[config.mk]
export PLATFORM = sky130hd
export DESIGN_NAME = llc_protection_supervisor
export DESIGN_NICKNAME = d
export VERILOG_FILES = /design/src/llc_prot_pkg.sv /design/src/input_sync.sv /design/src/restart_ctrl.sv /design/src/llc_protection_supervisor.sv
export VERILOG_INCLUDE_DIRS = /design/src
export SDC_FILE = /design/constraint.sdc
export NUM_CORES = 1
export LEC_CHECK = 0
export BUFFER_PORTS_ARGS = -buffer_cell sky130_fd_sc_hd__clkbuf_2
export CORE_ASPECT_RATIO = 1.75
export CORE_MARGIN = 2
export CORE_UTILIZATION = 35
export DETAILED_ROUTE_END_ITERATION = 12
export GPL_ROUTABILITY_DRIVEN = 0
export GPL_TIMING_DRIVEN = 0
export PLACE_DENSITY = 0.56
export RECOVER_POWER = 50
export SLEW_MARGIN = 5
export SYNTH_ARGS = -nofsm -noshare
export SYNTH_HDL_FRONTEND = slang
export SYNTH_SLANG_ARGS = --single-unit
[constraint.sdc]
create_clock -name i_core_clk -period 2.8 [get_ports i_core_clk]
set_input_delay 0.56 -clock i_core_clk [delete_from_list [all_inputs] [get_ports i_core_clk]]
set_output_delay 0.56 -clock i_core_clk [all_outputs]
set_load 0.1 [all_outputs]
[src/llc_prot_consts.svh]
// register map, field positions, reset values and timing counts of the protection supervisor
`ifndef LLC_PROT_CONSTS_SVH
`define LLC_PROT_CONSTS_SVH

// clock and the microsecond tick that paces all timers
`define CLK_PERIOD_NS   25
`define TICK_NS         1000
`define TICK_CYC        (`TICK_NS / `CLK_PERIOD_NS)
`define TICK_W          6

// register byte addresses
`define ADDR_CTRL       8'h00
`define ADDR_OPP_FILT   8'h04
`define ADDR_SC_CFG     8'h08
`define ADDR_RESTART    8'h0c
`define ADDR_STATUS     8'h10
`define ADDR_MASK       8'h14
`define ADDR_STATE      8'h18

// control fields
`define CTRL_W          8
`define CTRL_XCAP       0
`define CTRL_OPP_LSB    1
`define CTRL_SCP_LSB    3
`define CTRL_CMR_LSB    5
`define SC_TRIP_LSB     0
`define SC_CLEAR_LSB    8

// status bits
`define ST_W            4
`define ST_OPP          0
`define ST_OCP          1
`define ST_SCP          2
`define ST_CMR          3

// response codes of a protection
`define RESP_RETRY      2'h0
`define RESP_HICCUP     2'h1
`define RESP_LATCH_BIT  1
`define HICCUP_SHIFT    3
`define RESTART_CW      19

// reset values
`define CTRL_RST        8'h21
`define OPP_FILT_RST    16'h03e8
`define SC_CFG_RST      16'h1008
`define RESTART_RST     16'h2710

`endif

[src/llc_prot_pkg.sv]
// types shared by the protection supervisor modules
package llc_prot_pkg;

    // operating mode reported by the modulator
    typedef enum logic [1:0] {
        MODE_NORMAL,
        MODE_SKIP1,
        MODE_SKIP2,
        MODE_BURST
    } ctrl_mode_t;

    // stop-and-restart sequencer states
    typedef enum logic [1:0] {
        RS_RUN,
        RS_WAIT,
        RS_LATCHED
    } resp_state_t;

endpackage

[src/input_sync.sv]
// two-flop synchroniser for comparator and pin inputs
`timescale 1ns/100ps

module input_sync #(
    parameter int W = 1
) (
    input  wire logic         i_core_clk,
    input  wire logic         i_resetn,
    input  wire logic [W-1:0] i_d,
    output logic      [W-1:0] o_q
);

    logic [W-1:0] meta_reg;
    logic [W-1:0] q_reg;

    // first stage feeds only the second stage
    always_ff @(posedge i_core_clk) begin
        if (!i_resetn) begin
            meta_reg <= '0;
            q_reg    <= '0;
        end else begin
            meta_reg <= i_d;
            q_reg    <= meta_reg;
        end
    end

    assign o_q = q_reg;

endmodule

[src/restart_ctrl.sv]
// stop, wait and restart sequencer of one protection (retry, hiccup or latch)
`timescale 1ns/100ps
`include "llc_prot_consts.svh"

module restart_ctrl (
    input  wire logic        i_core_clk,
    input  wire logic        i_resetn,
    input  wire logic        i_tick,
    input  wire logic        i_fault,
    input  wire logic [1:0]  i_resp,
    input  wire logic [15:0] i_interval,
    output logic             o_stopped,
    output logic             o_latched
);

    llc_prot_pkg::resp_state_t       state_reg;
    llc_prot_pkg::resp_state_t       state_next;
    logic [`RESTART_CW-1:0]          cnt_reg;
    logic [`RESTART_CW-1:0]          cnt_next;
    logic [`RESTART_CW-1:0]          load_val;

    // hiccup waits a longer multiple of the interval than retry
    assign load_val = (i_resp == `RESP_HICCUP) ?
                      ({3'h0, i_interval} << `HICCUP_SHIFT) : {3'h0, i_interval};

    // next state; a fault while already waiting does not stretch the wait
    always_comb begin
        state_next = state_reg;
        cnt_next   = cnt_reg;
        case (state_reg)
            llc_prot_pkg::RS_RUN: begin
                if (i_fault) begin
                    if (i_resp[`RESP_LATCH_BIT]) begin
                        state_next = llc_prot_pkg::RS_LATCHED;
                    end else begin
                        state_next = llc_prot_pkg::RS_WAIT;
                        cnt_next   = load_val;
                    end
                end
            end
            llc_prot_pkg::RS_WAIT: begin
                if (i_tick) begin
                    if (cnt_reg <= `RESTART_CW'(1)) begin
                        state_next = llc_prot_pkg::RS_RUN;
                    end else begin
                        cnt_next = cnt_reg - `RESTART_CW'(1);
                    end
                end
            end
            llc_prot_pkg::RS_LATCHED: begin
                state_next = llc_prot_pkg::RS_LATCHED;
            end
            default: begin
                state_next = llc_prot_pkg::RS_RUN;
            end
        endcase
    end

    always_ff @(posedge i_core_clk) begin
        if (!i_resetn) begin
            state_reg <= llc_prot_pkg::RS_RUN;
            cnt_reg   <= '0;
        end else begin
            state_reg <= state_next;
            cnt_reg   <= cnt_next;
        end
    end

    assign o_stopped = (state_reg != llc_prot_pkg::RS_RUN);
    assign o_latched = (state_reg == llc_prot_pkg::RS_LATCHED);

endmodule

[src/llc_protection_supervisor.sv]
// protection supervisor: overpower, overcurrent, short circuit, capacitive mode, standby output
//
// The APB register port and the register offsets were decided locally.
`timescale 1ns/100ps
`include "llc_prot_consts.svh"

module llc_protection_supervisor (
    input  wire logic                     i_core_clk,
    input  wire logic                     i_resetn,
    input  wire logic                     i_psel,
    input  wire logic                     i_penable,
    input  wire logic                     i_pwrite,
    input  wire logic [7:0]               i_paddr,
    input  wire logic [31:0]              i_pwdata,
    output logic      [31:0]              o_prdata,
    output logic                          o_pready,
    output logic                          o_pslverr,
    input  wire logic                     i_fb_low,
    input  wire logic                     i_cs_over,
    input  wire logic                     i_cmr_pos_cross,
    input  wire logic                     i_cmr_neg_cross,
    input  wire logic                     i_ac_present,
    input  wire logic                     i_cycle_end,
    input  wire logic                     i_hs_on,
    input  wire logic                     i_ls_on,
    input  wire llc_prot_pkg::ctrl_mode_t i_ctrl_mode,
    input  wire logic                     i_burst_off,
    output logic                          o_switch_en,
    output logic                          o_hs_off,
    output logic                          o_ls_off,
    output logic      [2:0]               o_cmr_level,
    output logic                          o_xcap_discharge,
    output logic                          o_gpio,
    output logic                          o_irq
);

    // synchronised comparator and pin levels
    logic [4:0]               sync_q;
    logic                     fb_low_s;
    logic                     cs_over_s;
    logic                     cmr_pos_s;
    logic                     cmr_neg_s;
    logic                     ac_s;
    // timers and counters
    logic [`TICK_W-1:0]       tick_cnt_reg;
    logic [`TICK_W-1:0]       tick_cnt_next;
    logic                     tick_reg;
    logic                     tick_next;
    logic [15:0]              opp_cnt_reg;
    logic [15:0]              opp_cnt_next;
    logic                     ocp_cyc_reg;
    logic                     ocp_cyc_next;
    logic [7:0]               sc_cnt_reg;
    logic [7:0]               sc_cnt_next;
    logic [7:0]               clean_reg;
    logic [7:0]               clean_next;
    logic                     opp_evt;
    logic                     ocp_evt;
    logic                     scp_evt;
    logic                     cmr_evt;
    logic [1:0]               stopped;
    logic [1:0]               latched;
    // registers
    logic [`CTRL_W-1:0]       ctrl_reg;
    logic [`CTRL_W-1:0]       ctrl_next;
    logic [15:0]              filt_reg;
    logic [15:0]              filt_next;
    logic [15:0]              sc_cfg_reg;
    logic [15:0]              sc_cfg_next;
    logic [15:0]              restart_reg;
    logic [15:0]              restart_next;
    logic [`ST_W-1:0]         stat_reg;
    logic [`ST_W-1:0]         stat_next;
    logic [`ST_W-1:0]         mask_reg;
    logic [`ST_W-1:0]         mask_next;
    logic [31:0]              prdata_reg;
    logic [31:0]              prdata_next;
    logic                     pready_reg;
    logic                     pready_next;
    logic                     pslverr_reg;
    logic                     pslverr_next;
    logic                     wr;
    logic                     rd_cap;
    logic                     hit;
    logic [31:0]              rd_val;
    // registered outputs
    logic                     sw_en_reg;
    logic                     sw_en_next;
    logic                     hs_off_reg;
    logic                     hs_off_next;
    logic                     ls_off_reg;
    logic                     ls_off_next;
    logic                     xcap_reg;
    logic                     xcap_next;
    logic                     gpio_reg;
    logic                     gpio_next;
    logic                     irq_reg;
    logic                     irq_next;

    // comparator and mains pins cross into the core clock before any logic looks at them; driver phases, cycle end and mode are used directly
    input_sync #(
        .W (5)
    ) u_sync (
        .i_core_clk (i_core_clk),
        .i_resetn   (i_resetn),
        .i_d        ({i_ac_present, i_cmr_neg_cross, i_cmr_pos_cross, i_cs_over, i_fb_low}),
        .o_q        (sync_q)
    );
    assign {ac_s, cmr_neg_s, cmr_pos_s, cs_over_s, fb_low_s} = sync_q;

    // fault events from the current state
    // filter expiry
    assign opp_evt = fb_low_s && tick_reg && (opp_cnt_reg != filt_reg)
                     && ((opp_cnt_reg + 16'h0001) == filt_reg);
    assign ocp_evt = cs_over_s && !ocp_cyc_reg;
    assign scp_evt = sc_cnt_reg > sc_cfg_reg[`SC_TRIP_LSB +: 8];
    assign cmr_evt = (i_hs_on && cmr_pos_s) || (i_ls_on && cmr_neg_s);

    // timers and the short-circuit counters
    always_comb begin
        tick_next     = (tick_cnt_reg == `TICK_W'(`TICK_CYC - 1));
        tick_cnt_next = tick_next ? '0 : tick_cnt_reg + `TICK_W'(1);
        opp_cnt_next  = opp_cnt_reg;
        clean_next    = clean_reg;
        sc_cnt_next   = sc_cnt_reg;
        if (!fb_low_s) begin
            opp_cnt_next = '0;
        end else if (tick_reg && opp_cnt_reg != filt_reg) begin
            opp_cnt_next = opp_cnt_reg + 16'h0001;
        end
        // a trip on the cycle boundary belongs to the next cycle
        ocp_cyc_next = i_cycle_end ? ocp_evt : (ocp_cyc_reg || ocp_evt);
        if (i_cycle_end) begin
            if (ocp_cyc_reg || ocp_evt) begin
                clean_next = '0;
            end else if ((clean_reg + 8'h01) >= sc_cfg_reg[`SC_CLEAR_LSB +: 8]) begin
                clean_next  = '0;
                sc_cnt_next = '0;
            end else begin
                clean_next = clean_reg + 8'h01;
            end
        end
        if (ocp_evt && sc_cnt_reg != 8'hff) begin
            sc_cnt_next = sc_cnt_reg + 8'h01;
        end
        // a trip consumes the count so a restart starts clean
        if (scp_evt) begin
            sc_cnt_next = '0;
        end
    end

    always_ff @(posedge i_core_clk) begin
        if (!i_resetn) begin
            tick_cnt_reg <= '0;
            tick_reg     <= 1'b0;
            opp_cnt_reg  <= '0;
            ocp_cyc_reg  <= 1'b0;
            clean_reg    <= '0;
            sc_cnt_reg   <= '0;
        end else begin
            tick_cnt_reg <= tick_cnt_next;
            tick_reg     <= tick_next;
            opp_cnt_reg  <= opp_cnt_next;
            ocp_cyc_reg  <= ocp_cyc_next;
            clean_reg    <= clean_next;
            sc_cnt_reg   <= sc_cnt_next;
        end
    end

    // one sequencer per protection: index 0 overpower, index 1 short circuit
    for (genvar g = 0; g < 2; g++) begin : g_resp
        restart_ctrl u_resp (
            .i_core_clk (i_core_clk),
            .i_resetn   (i_resetn),
            .i_tick     (tick_reg),
            .i_fault    (g == 0 ? opp_evt : scp_evt),
            .i_resp     (ctrl_reg[`CTRL_OPP_LSB + 2*g +: 2]),
            .i_interval (restart_reg),
            .o_stopped  (stopped[g]),
            .o_latched  (latched[g])
        );
    end

    // pin-side outputs, all registered
    always_comb begin
        sw_en_next  = !(|stopped) && !ocp_cyc_next;
        hs_off_next = i_hs_on && cmr_pos_s;
        ls_off_next = i_ls_on && cmr_neg_s;
        xcap_next   = ctrl_reg[`CTRL_XCAP] && !ac_s;
        gpio_next   = (i_ctrl_mode == llc_prot_pkg::MODE_BURST) && i_burst_off;
        irq_next    = |(stat_reg & mask_reg);
    end

    always_ff @(posedge i_core_clk) begin
        if (!i_resetn) begin
            sw_en_reg  <= 1'b0;
            hs_off_reg <= 1'b0;
            ls_off_reg <= 1'b0;
            xcap_reg   <= 1'b0;
            gpio_reg   <= 1'b0;
            irq_reg    <= 1'b0;
        end else begin
            sw_en_reg  <= sw_en_next;
            hs_off_reg <= hs_off_next;
            ls_off_reg <= ls_off_next;
            xcap_reg   <= xcap_next;
            gpio_reg   <= gpio_next;
            irq_reg    <= irq_next;
        end
    end

    // apb slave: one wait state, write lands on the completing edge
    assign wr     = i_psel && i_penable && pready_reg && i_pwrite;
    assign rd_cap = i_psel && i_penable && !pready_reg;
    assign hit    = (i_paddr == `ADDR_CTRL) || (i_paddr == `ADDR_OPP_FILT)
                    || (i_paddr == `ADDR_SC_CFG) || (i_paddr == `ADDR_RESTART)
                    || (i_paddr == `ADDR_STATUS) || (i_paddr == `ADDR_MASK)
                    || (i_paddr == `ADDR_STATE);

    // read mux; unmapped addresses read zero
    always_comb begin
        case (i_paddr)
            `ADDR_CTRL:     rd_val = {24'h0, ctrl_reg};
            `ADDR_OPP_FILT: rd_val = {16'h0, filt_reg};
            `ADDR_SC_CFG:   rd_val = {16'h0, sc_cfg_reg};
            `ADDR_RESTART:  rd_val = {16'h0, restart_reg};
            `ADDR_STATUS:   rd_val = {28'h0, stat_reg};
            `ADDR_MASK:     rd_val = {28'h0, mask_reg};
            `ADDR_STATE:    rd_val = {19'h0, latched, stopped, sw_en_reg, sc_cnt_reg};
            default:        rd_val = 32'h0;
        endcase
    end

    // register writes and sticky status
    always_comb begin
        ctrl_next    = ctrl_reg;
        filt_next    = filt_reg;
        sc_cfg_next  = sc_cfg_reg;
        restart_next = restart_reg;
        mask_next    = mask_reg;
        stat_next    = stat_reg;
        pready_next  = rd_cap;
        pslverr_next = rd_cap && !hit;
        prdata_next  = rd_cap ? rd_val : prdata_reg;
        if (wr) begin
            case (i_paddr)
                `ADDR_CTRL:     ctrl_next    = i_pwdata[`CTRL_W-1:0];
                `ADDR_OPP_FILT: filt_next    = i_pwdata[15:0];
                `ADDR_SC_CFG:   sc_cfg_next  = i_pwdata[15:0];
                `ADDR_RESTART:  restart_next = i_pwdata[15:0];
                `ADDR_STATUS:   stat_next    = stat_reg & ~i_pwdata[`ST_W-1:0];
                `ADDR_MASK:     mask_next    = i_pwdata[`ST_W-1:0];
                default:        ctrl_next    = ctrl_reg;
            endcase
        end
        // sticky flags; a new event beats a same-cycle clear
        stat_next[`ST_OPP] = stat_next[`ST_OPP] || opp_evt;
        stat_next[`ST_OCP] = stat_next[`ST_OCP] || ocp_evt;
        stat_next[`ST_SCP] = stat_next[`ST_SCP] || scp_evt;
        stat_next[`ST_CMR] = stat_next[`ST_CMR] || cmr_evt;
    end

    always_ff @(posedge i_core_clk) begin
        if (!i_resetn) begin
            ctrl_reg    <= `CTRL_RST;
            filt_reg    <= `OPP_FILT_RST;
            sc_cfg_reg  <= `SC_CFG_RST;
            restart_reg <= `RESTART_RST;
            mask_reg    <= '0;
            stat_reg    <= '0;
            pready_reg  <= 1'b0;
            pslverr_reg <= 1'b0;
            prdata_reg  <= '0;
        end else begin
            ctrl_reg    <= ctrl_next;
            filt_reg    <= filt_next;
            sc_cfg_reg  <= sc_cfg_next;
            restart_reg <= restart_next;
            mask_reg    <= mask_next;
            stat_reg    <= stat_next;
            pready_reg  <= pready_next;
            pslverr_reg <= pslverr_next;
            prdata_reg  <= prdata_next;
        end
    end

    assign o_prdata         = prdata_reg;
    assign o_pready         = pready_reg;
    assign o_pslverr        = pslverr_reg;
    assign o_switch_en      = sw_en_reg;
    assign o_hs_off         = hs_off_reg;
    assign o_ls_off         = ls_off_reg;
    assign o_cmr_level      = ctrl_reg[`CTRL_CMR_LSB +: 3];
    assign o_xcap_discharge = xcap_reg;
    assign o_gpio           = gpio_reg;
    assign o_irq            = irq_reg;
endmodule

After elaboration in Yosys (flattened, before gate mapping)
Index checks and enable logic that the tools add are counted.
{ "classes": {"n_addsub": 6, "n_mul": 0, "div_mod_pow": 0, "magnitude_cmp": 4, "n_eq_ne": 28, "shifts": 0, "mux": 32, "bitwise": 4, "n_reduce_logical": 58} }
{ "ops": {"columns": ["op", "count"], "rows": [
  ["$mux W19", 10],
  ["$pmux W16 S7", 1],
  ["$pmux W19 S2", 2],
  ["$mux W8", 6],
  ["$le A19 B1 Y1 const B", 2],
  ["$sub A19 B1 Y19 const B", 2],
  ["$eq A8 B5 Y1 const B", 3],
  ["$add A16 B1 Y16 const B", 1],
  ["$add A8 B1 Y8 const B", 2],
  ["$eq A16 B16 Y1", 1],
  ["$eq A8 B4 Y1 const B", 2],
  ["$logic_and A1 B1 Y1", 16],
  ["$mux W2", 8],
  ["$ne A16 B16 Y1", 1],
  ["$ne A2 B2 Y1 const B", 8],
  ["$logic_or A1 B1 Y1", 12],
  ["$pmux W2 S3", 2],
  ["$reduce_and A2 Y1", 6],
  ["$reduce_bool A2 Y1", 6],
  ["$reduce_and A5 Y1", 2],
  ["$reduce_and A3 Y1", 3],
  ["$and A4 B4 Y4", 2],
  ["$eq A2 B1 Y1 const B", 4],
  ["$eq A8 B3 Y1 const B", 1],
  ["other kinds (16)", 29]
]} }
{ "totals": {"regBits": 196, "latchBits": 0, "mem_bits_rw": 0, "mem_bits_ro": 0, "inputBits": 56, "elab_cells": 159, "n_memories": 0} }

Logic depth before layout (Yosys ltp)
{ "logic_depth": {"depth_word": 9, "depth_mapped": 11, "mapped_depth_nobuf": 10} }

Cells and area by module
From an unflattened synthesis, not the netlist that was laid out.
{ "hier_totals": {"hier_cells": 1259, "area_unflattened_um2": 9969.6} }
{ "modules_own_cells": {"columns": ["mod", "n_inst", "cells_per_inst", "area_per_inst_um2", "seq_area_each_um2"], "rows": [
  ["llc_protection_supervisor", 1, 807, 6466.2, 2562.5],
  ["restart_ctrl at g_resp[1].u_resp", 1, 215, 1642.8, 420.4],
  ["restart_ctrl at g_resp[0].u_resp", 1, 217, 1597.8, 420.4],
  ["input_sync", 1, 20, 262.8, 200.2]
]} }

Least setup slack after synthesis
No wires, ideal clock.
{ "synth_timing": {"kind": "input to register", "start": "input port i_paddr[0]", "end": "register filt_reg[0]", "setup_time_ns": 0.071, "t_arrival_ns": 2.481, "required_ns": 2.729, "slack_ns": 0.248, "stages": 9, "path_buffers": 3, "path_cell_list": "or4_1 or3_1 clkbuf_1 nor2b_1 and2_1 clkbuf_1 buf_4 nand2_1 a21oi_1"} }
{ "synth_via": {"elab_chain_len": 2} }
{ "synth_lines": {"columns": ["item", "line", "source"], "rows": [
  ["start: declaration", "llc_protection_supervisor.sv:13", "input wire logic [7:0] i_paddr,"],
  ["$eq A8 B3 Y1", "llc_protection_supervisor.sv:246", "case (i_paddr)"],
  ["$reduce_and A2 Y1 (no line)", null, null],
  ["end signal: assignment", "llc_protection_supervisor.sv:266", "filt_reg <= `OPP_FILT_RST;"],
  ["end signal: assignment", "llc_protection_supervisor.sv:276", "filt_reg <= filt_next;"],
  ["end: declaration", "llc_protection_supervisor.sv:66", "logic [15:0] filt_reg;"]
]} }
Every way passes these cells.
A chain may end at the register's enable or synchronous reset.

Final worst setup path
{ "layout_timing": {"start": "register filt_reg[14]", "end": "register g_resp[0].u_resp.cnt_reg[13]"} }
{ "layout_via": {"elab_chain_len": 5} }
{ "layout_lines": {"columns": ["item", "line", "source"], "rows": [
  ["$ne A16 B16 Y1", "llc_protection_supervisor.sv:113", "assign opp_evt = fb_low_s && tick_reg && (opp_cnt_reg != filt_reg)"],
  ["$logic_and A1 B1 Y1", "llc_protection_supervisor.sv:113", null],
  ["$logic_and A1 B1 Y1 (*)", "llc_protection_supervisor.sv:114", "&& ((opp_cnt_reg + 16'h0001) == filt_reg);"],
  ["$ne A2 B2 Y1 (no line) (*)", null, null],
  ["$reduce_and A5 Y1 (no line) (*)", null, null],
  ["end signal: assignment", "restart_ctrl.sv:65", "cnt_reg <= cnt_next;"],
  ["end: declaration", "restart_ctrl.sv:18", "logic [`RESTART_CW-1:0] cnt_reg;"]
]} }
Mark *: on every way between the ends. The rest lies on a longest branch, timed or not.

==> qor.csv <==
stage,metric,value,unit
clock_tree,cts_tree,done,
route,num_vias,9522,
worst_setup_path,startpoint_type,flop,
route,via_per_inst,5.51,
floorplan,rows,80,
worst_hold_path,holdPathStages,2,
final_layout,final_layout_size_suffix_gt1_share,13.7,%
clock_tree,cts_hold_buf,0,
power_and_ir_drop,swShare,25.3,%
final_layout,final_cells,1729,
sta,tns,0,ns
route,routedWlPerCell,19.4,microns
global_routing,grt_max_degree,17,
worst_setup_path,cp_max_fo,10,
clock_tree,clk_pin_slew,0.07,ns
floorplan,die_area,29300,sq um
final_layout,largest_reg_flops,38,
clock_tree,cts_buffer_depth,2,
final_layout,design_area,11500,sq um
logic_synthesis,ys_warn_count,0,
sta,fmax,360,MHz
power_and_ir_drop,p_leak,4.51,nW
logic_synthesis,ys_seq_area_share,36.9,%
power_and_ir_drop,clkPwrFrac,46.1,%
route,drc,0,
job,maxCapViolations,0,
global_routing,grt.busiest_layer,met2,
placed_design,place_area,10600,sq um
floorplan,die_y,225,microns
sta,finClkSkew,0.00739,ns
global_routing,use_met3,3.57,%
global_routing,grtUsageMet2,40.3,%
global_routing,met1_usage,25.3,%
route,finalWirelength,33500,microns
final_layout,antenna_cells,0,
worst_setup_path,crit_arrival,3.08,ns
sta,rsz0062_at_grt,yes,
worst_setup_path,crit_buf_inv,2,
power_and_ir_drop,p_int,0.00433,W
final_layout,areaGrowthSynthToFinish,18.4,%
global_routing,grt_pass1_vias,8992,
worst_hold_path,holdCritPathClass,in2reg,
clock_tree,clock_latency,0.45,ns
logic_synthesis,synth_edf_count,0,
logic_synthesis,ys.flop_type,dfxtp_1,
clock_tree,numCtsBuffers,17,
route,firstDrtPassIters,5,
placed_design,dp_hpwl,25600,microns
power_and_ir_drop,combinationalPowerShare,8.7,%
worst_setup_path,slowest_stage,nor4bb_1,
floorplan,start_util,35.7,%
sta,slew_headroom,29.4,%
placed_design,io_buffers,63,
logic_synthesis,synth.distinct_cells,71,
logic_synthesis,avgSynthCellArea,7.86,sq um
clock_tree,clock_sinks,180,
worst_setup_path,path_depth,9,
final_layout,layout.nets,1427,
logic_synthesis,syn_area,9760,sq um
global_routing,antenna_found_initial,0,
sta,fin_crit,2.77,ns
worst_setup_path,required,3.11,ns
worst_setup_path,worstSetupPathType,reg2reg,
floorplan,core,27300,sq um
power_and_ir_drop,p_sw,0.00147,W
sta,tightest_slew,1.06,ns
power_and_ir_drop,powerDensity,502,nW/um^2
sta,slew_violations,0,
floorplan,ios,99,
clock_tree,htree_levels,4,
worst_setup_path,max_stage_delay,0.52,ns
global_routing,grt_remaining_overflow,0,
worst_setup_path,r2r.worst_path.cells,9,
route,ant_nets,0,
final_layout,fillers,2756,
global_routing,grt_pass1_wl,51400,microns
sta,setup_ws,0.0261,ns
placed_design,place_inst,1688,
power_and_ir_drop,sequentialPowerShare,45.1,%
sta,finalCritPeriodShare,99.1,%
global_routing,grt.total_usage,23.2,%
worst_setup_path,path_delay_family,compound AO/OA/AOI/OAI gates,
sta,hold_viol,0,
sta,whs,0.318,ns
logic_synthesis,synth_seq_cells,180,
worst_setup_path,critical_path.cell_chain,"xnor2_1, nor4bb_1, nand2_1, o221ai_4, a2111oi_4, buf_4, clkbuf_4, a31oi_1, o21ai_0",
logic_synthesis,synthCells,1241,
worst_setup_path,critPathCaptureType,flop,
run_status,status,"complete, no violations",
floorplan,die-width,130,microns
route,drtIter0Drc,643,
sta,setup_viol,0,
clock_tree,root_buffer,clkbuf_16,
power_and_ir_drop,vdd_drop_max,416,uV
placed_design,dp_slack,-0.652,ns
logic_synthesis,async_flop_share,0,%
## cell type report
type / instances / area, sq um / share of cell area, %
plain buffers: 94 / 470 / 4.07
multi-input cells: 941 / 5800 / 50.2
repair buffers: 75 / 405 / 3.51
clock buffers: 24 / 512 / 4.43
clock inverters: 8 / 144 / 1.25
inverters: 38 / 143 / 1.24
well taps: 369 / 462 / 4.00
flip-flops and latches: 180 / 3610 / 31.3
## cells in the mapped netlist (all sizes together), types with 6 or more instances
master / number / share of area, %
buf: 42 / 2.7
and2: 20 / 1.3
a31oi: 11 / 0.71
nand4: 13 / 0.96
nand2b: 12 / 0.77
clkbuf: 55 / 2.1
nor3b: 9 / 0.69
mux2: 6 / 0.69
a21oi: 102 / 5.3
or3: 10 / 0.64
nor2b: 8 / 0.51
nand3: 59 / 3.0
inv: 38 / 1.5
o211ai: 7 / 0.54
nor4: 20 / 1.3
o21ai: 63 / 3.2
nor3: 23 / 1.2
nor2: 98 / 3.8
xnor2: 22 / 2.0
xor2: 28 / 2.5
o32ai: 12 / 1.5
a222oi: 11 / 1.1
ha: 24 / 3.1
a22oi: 9 / 0.69
mux2i: 32 / 3.3
nand2: 202 / 7.8
a21boi: 6 / 0.46
dfxtp: 180 / 37
o31ai: 7 / 0.73
and3: 16 / 1.0
a21o: 6 / 0.46
o21a: 11 / 0.85
a211oi: 21 / 1.7
## path summary, 6_finish.rpt
kind / start / end / slack, ns
worst min-delay path: i_cmr_pos_cross / u_sync.meta_reg[2] / 0.32
worst max-delay path: filt_reg[14] / g_resp[0].u_resp.cnt_reg[13] / 0.03
worst max register to register: filt_reg[14] / g_resp[0].u_resp.cnt_reg[13] / 0.03
worst min register to register: u_sync.meta_reg[1] / u_sync.o_q[1] / 0.43
## through the flow
step,total power [W],utilization (%)
floorplan,0.00303,-
global placement,0.00317,38.8
detailed placement,0.00317,38.8
CTS,0.00584,41.6
global route,0.00597,42.3
finish,0.00579,42.3
## layout by cell type (no fill, tap or decap), types with 33 or more instances in the layout
master    count
a21oi_1     101
buf_4        33
clkbuf_1     52
clkbuf_2     64
dfxtp_1     178
inv_1        38
nand2_1     201
nand3_1      58
nor2_1       98
o21ai_0      62
## repair_timing
action,in CTS,in global routing
resized for setup,19,24
buffers inserted,4,8
endpoints found under the setup margin,38,60
cloned,0,0
endpoints found under the hold margin,0,0
pin swaps,4,6
## power by group through the flow
stage / sequential [W] / clock, W / combinational [W]
after CTS: 0.00262 / 0.00273 / 0.000499
after global routing: 0.00262 / 0.00282 / 0.000528
final: 0.00262 / 0.00267 / 0.000504
after floorplan: 0.00280 / 0 / 0.000237
after global placement: 0.00268 / 0 / 0.000496
after detailed placement: 0.00268 / 0 / 0.000497
## per-layer routing
metal  share of wire, %  up-vias
met2                 51      359
met1                 37     4463
met4                7.3        0
li1                   -     4586
met3                4.4      114
met5                  0        -
## worst reg2reg max path: stages (launching register included)
cell and delay (ns):
dfxtp_1 0.36, xnor2_1 0.35, nor4bb_1 0.52, nand2_1 0.21, o221ai_4 0.29, a2111oi_4 0.05
buf_4 0.17, clkbuf_4 0.20, a31oi_1 0.32, o21ai_0 0.16
## cells by family after synthesis
| family | after synthesis | share of synthesized area (%) |
|---|---|---|
| other | 1 | 0.0384 |
| xor gates and xnor gates | 50 | 4.49 |
| and+or+nand+nor | 509 | 24.5 |
| DFF | 180 | 36.9 |
| buffers and inverters | 135 | 6.25 |
| muxes | 38 | 3.98 |
| adders and majority gates | 24 | 3.08 |
| AOI/OAI and AO/OA | 304 | 20.7 |
(Power assumes the default switching activity.)
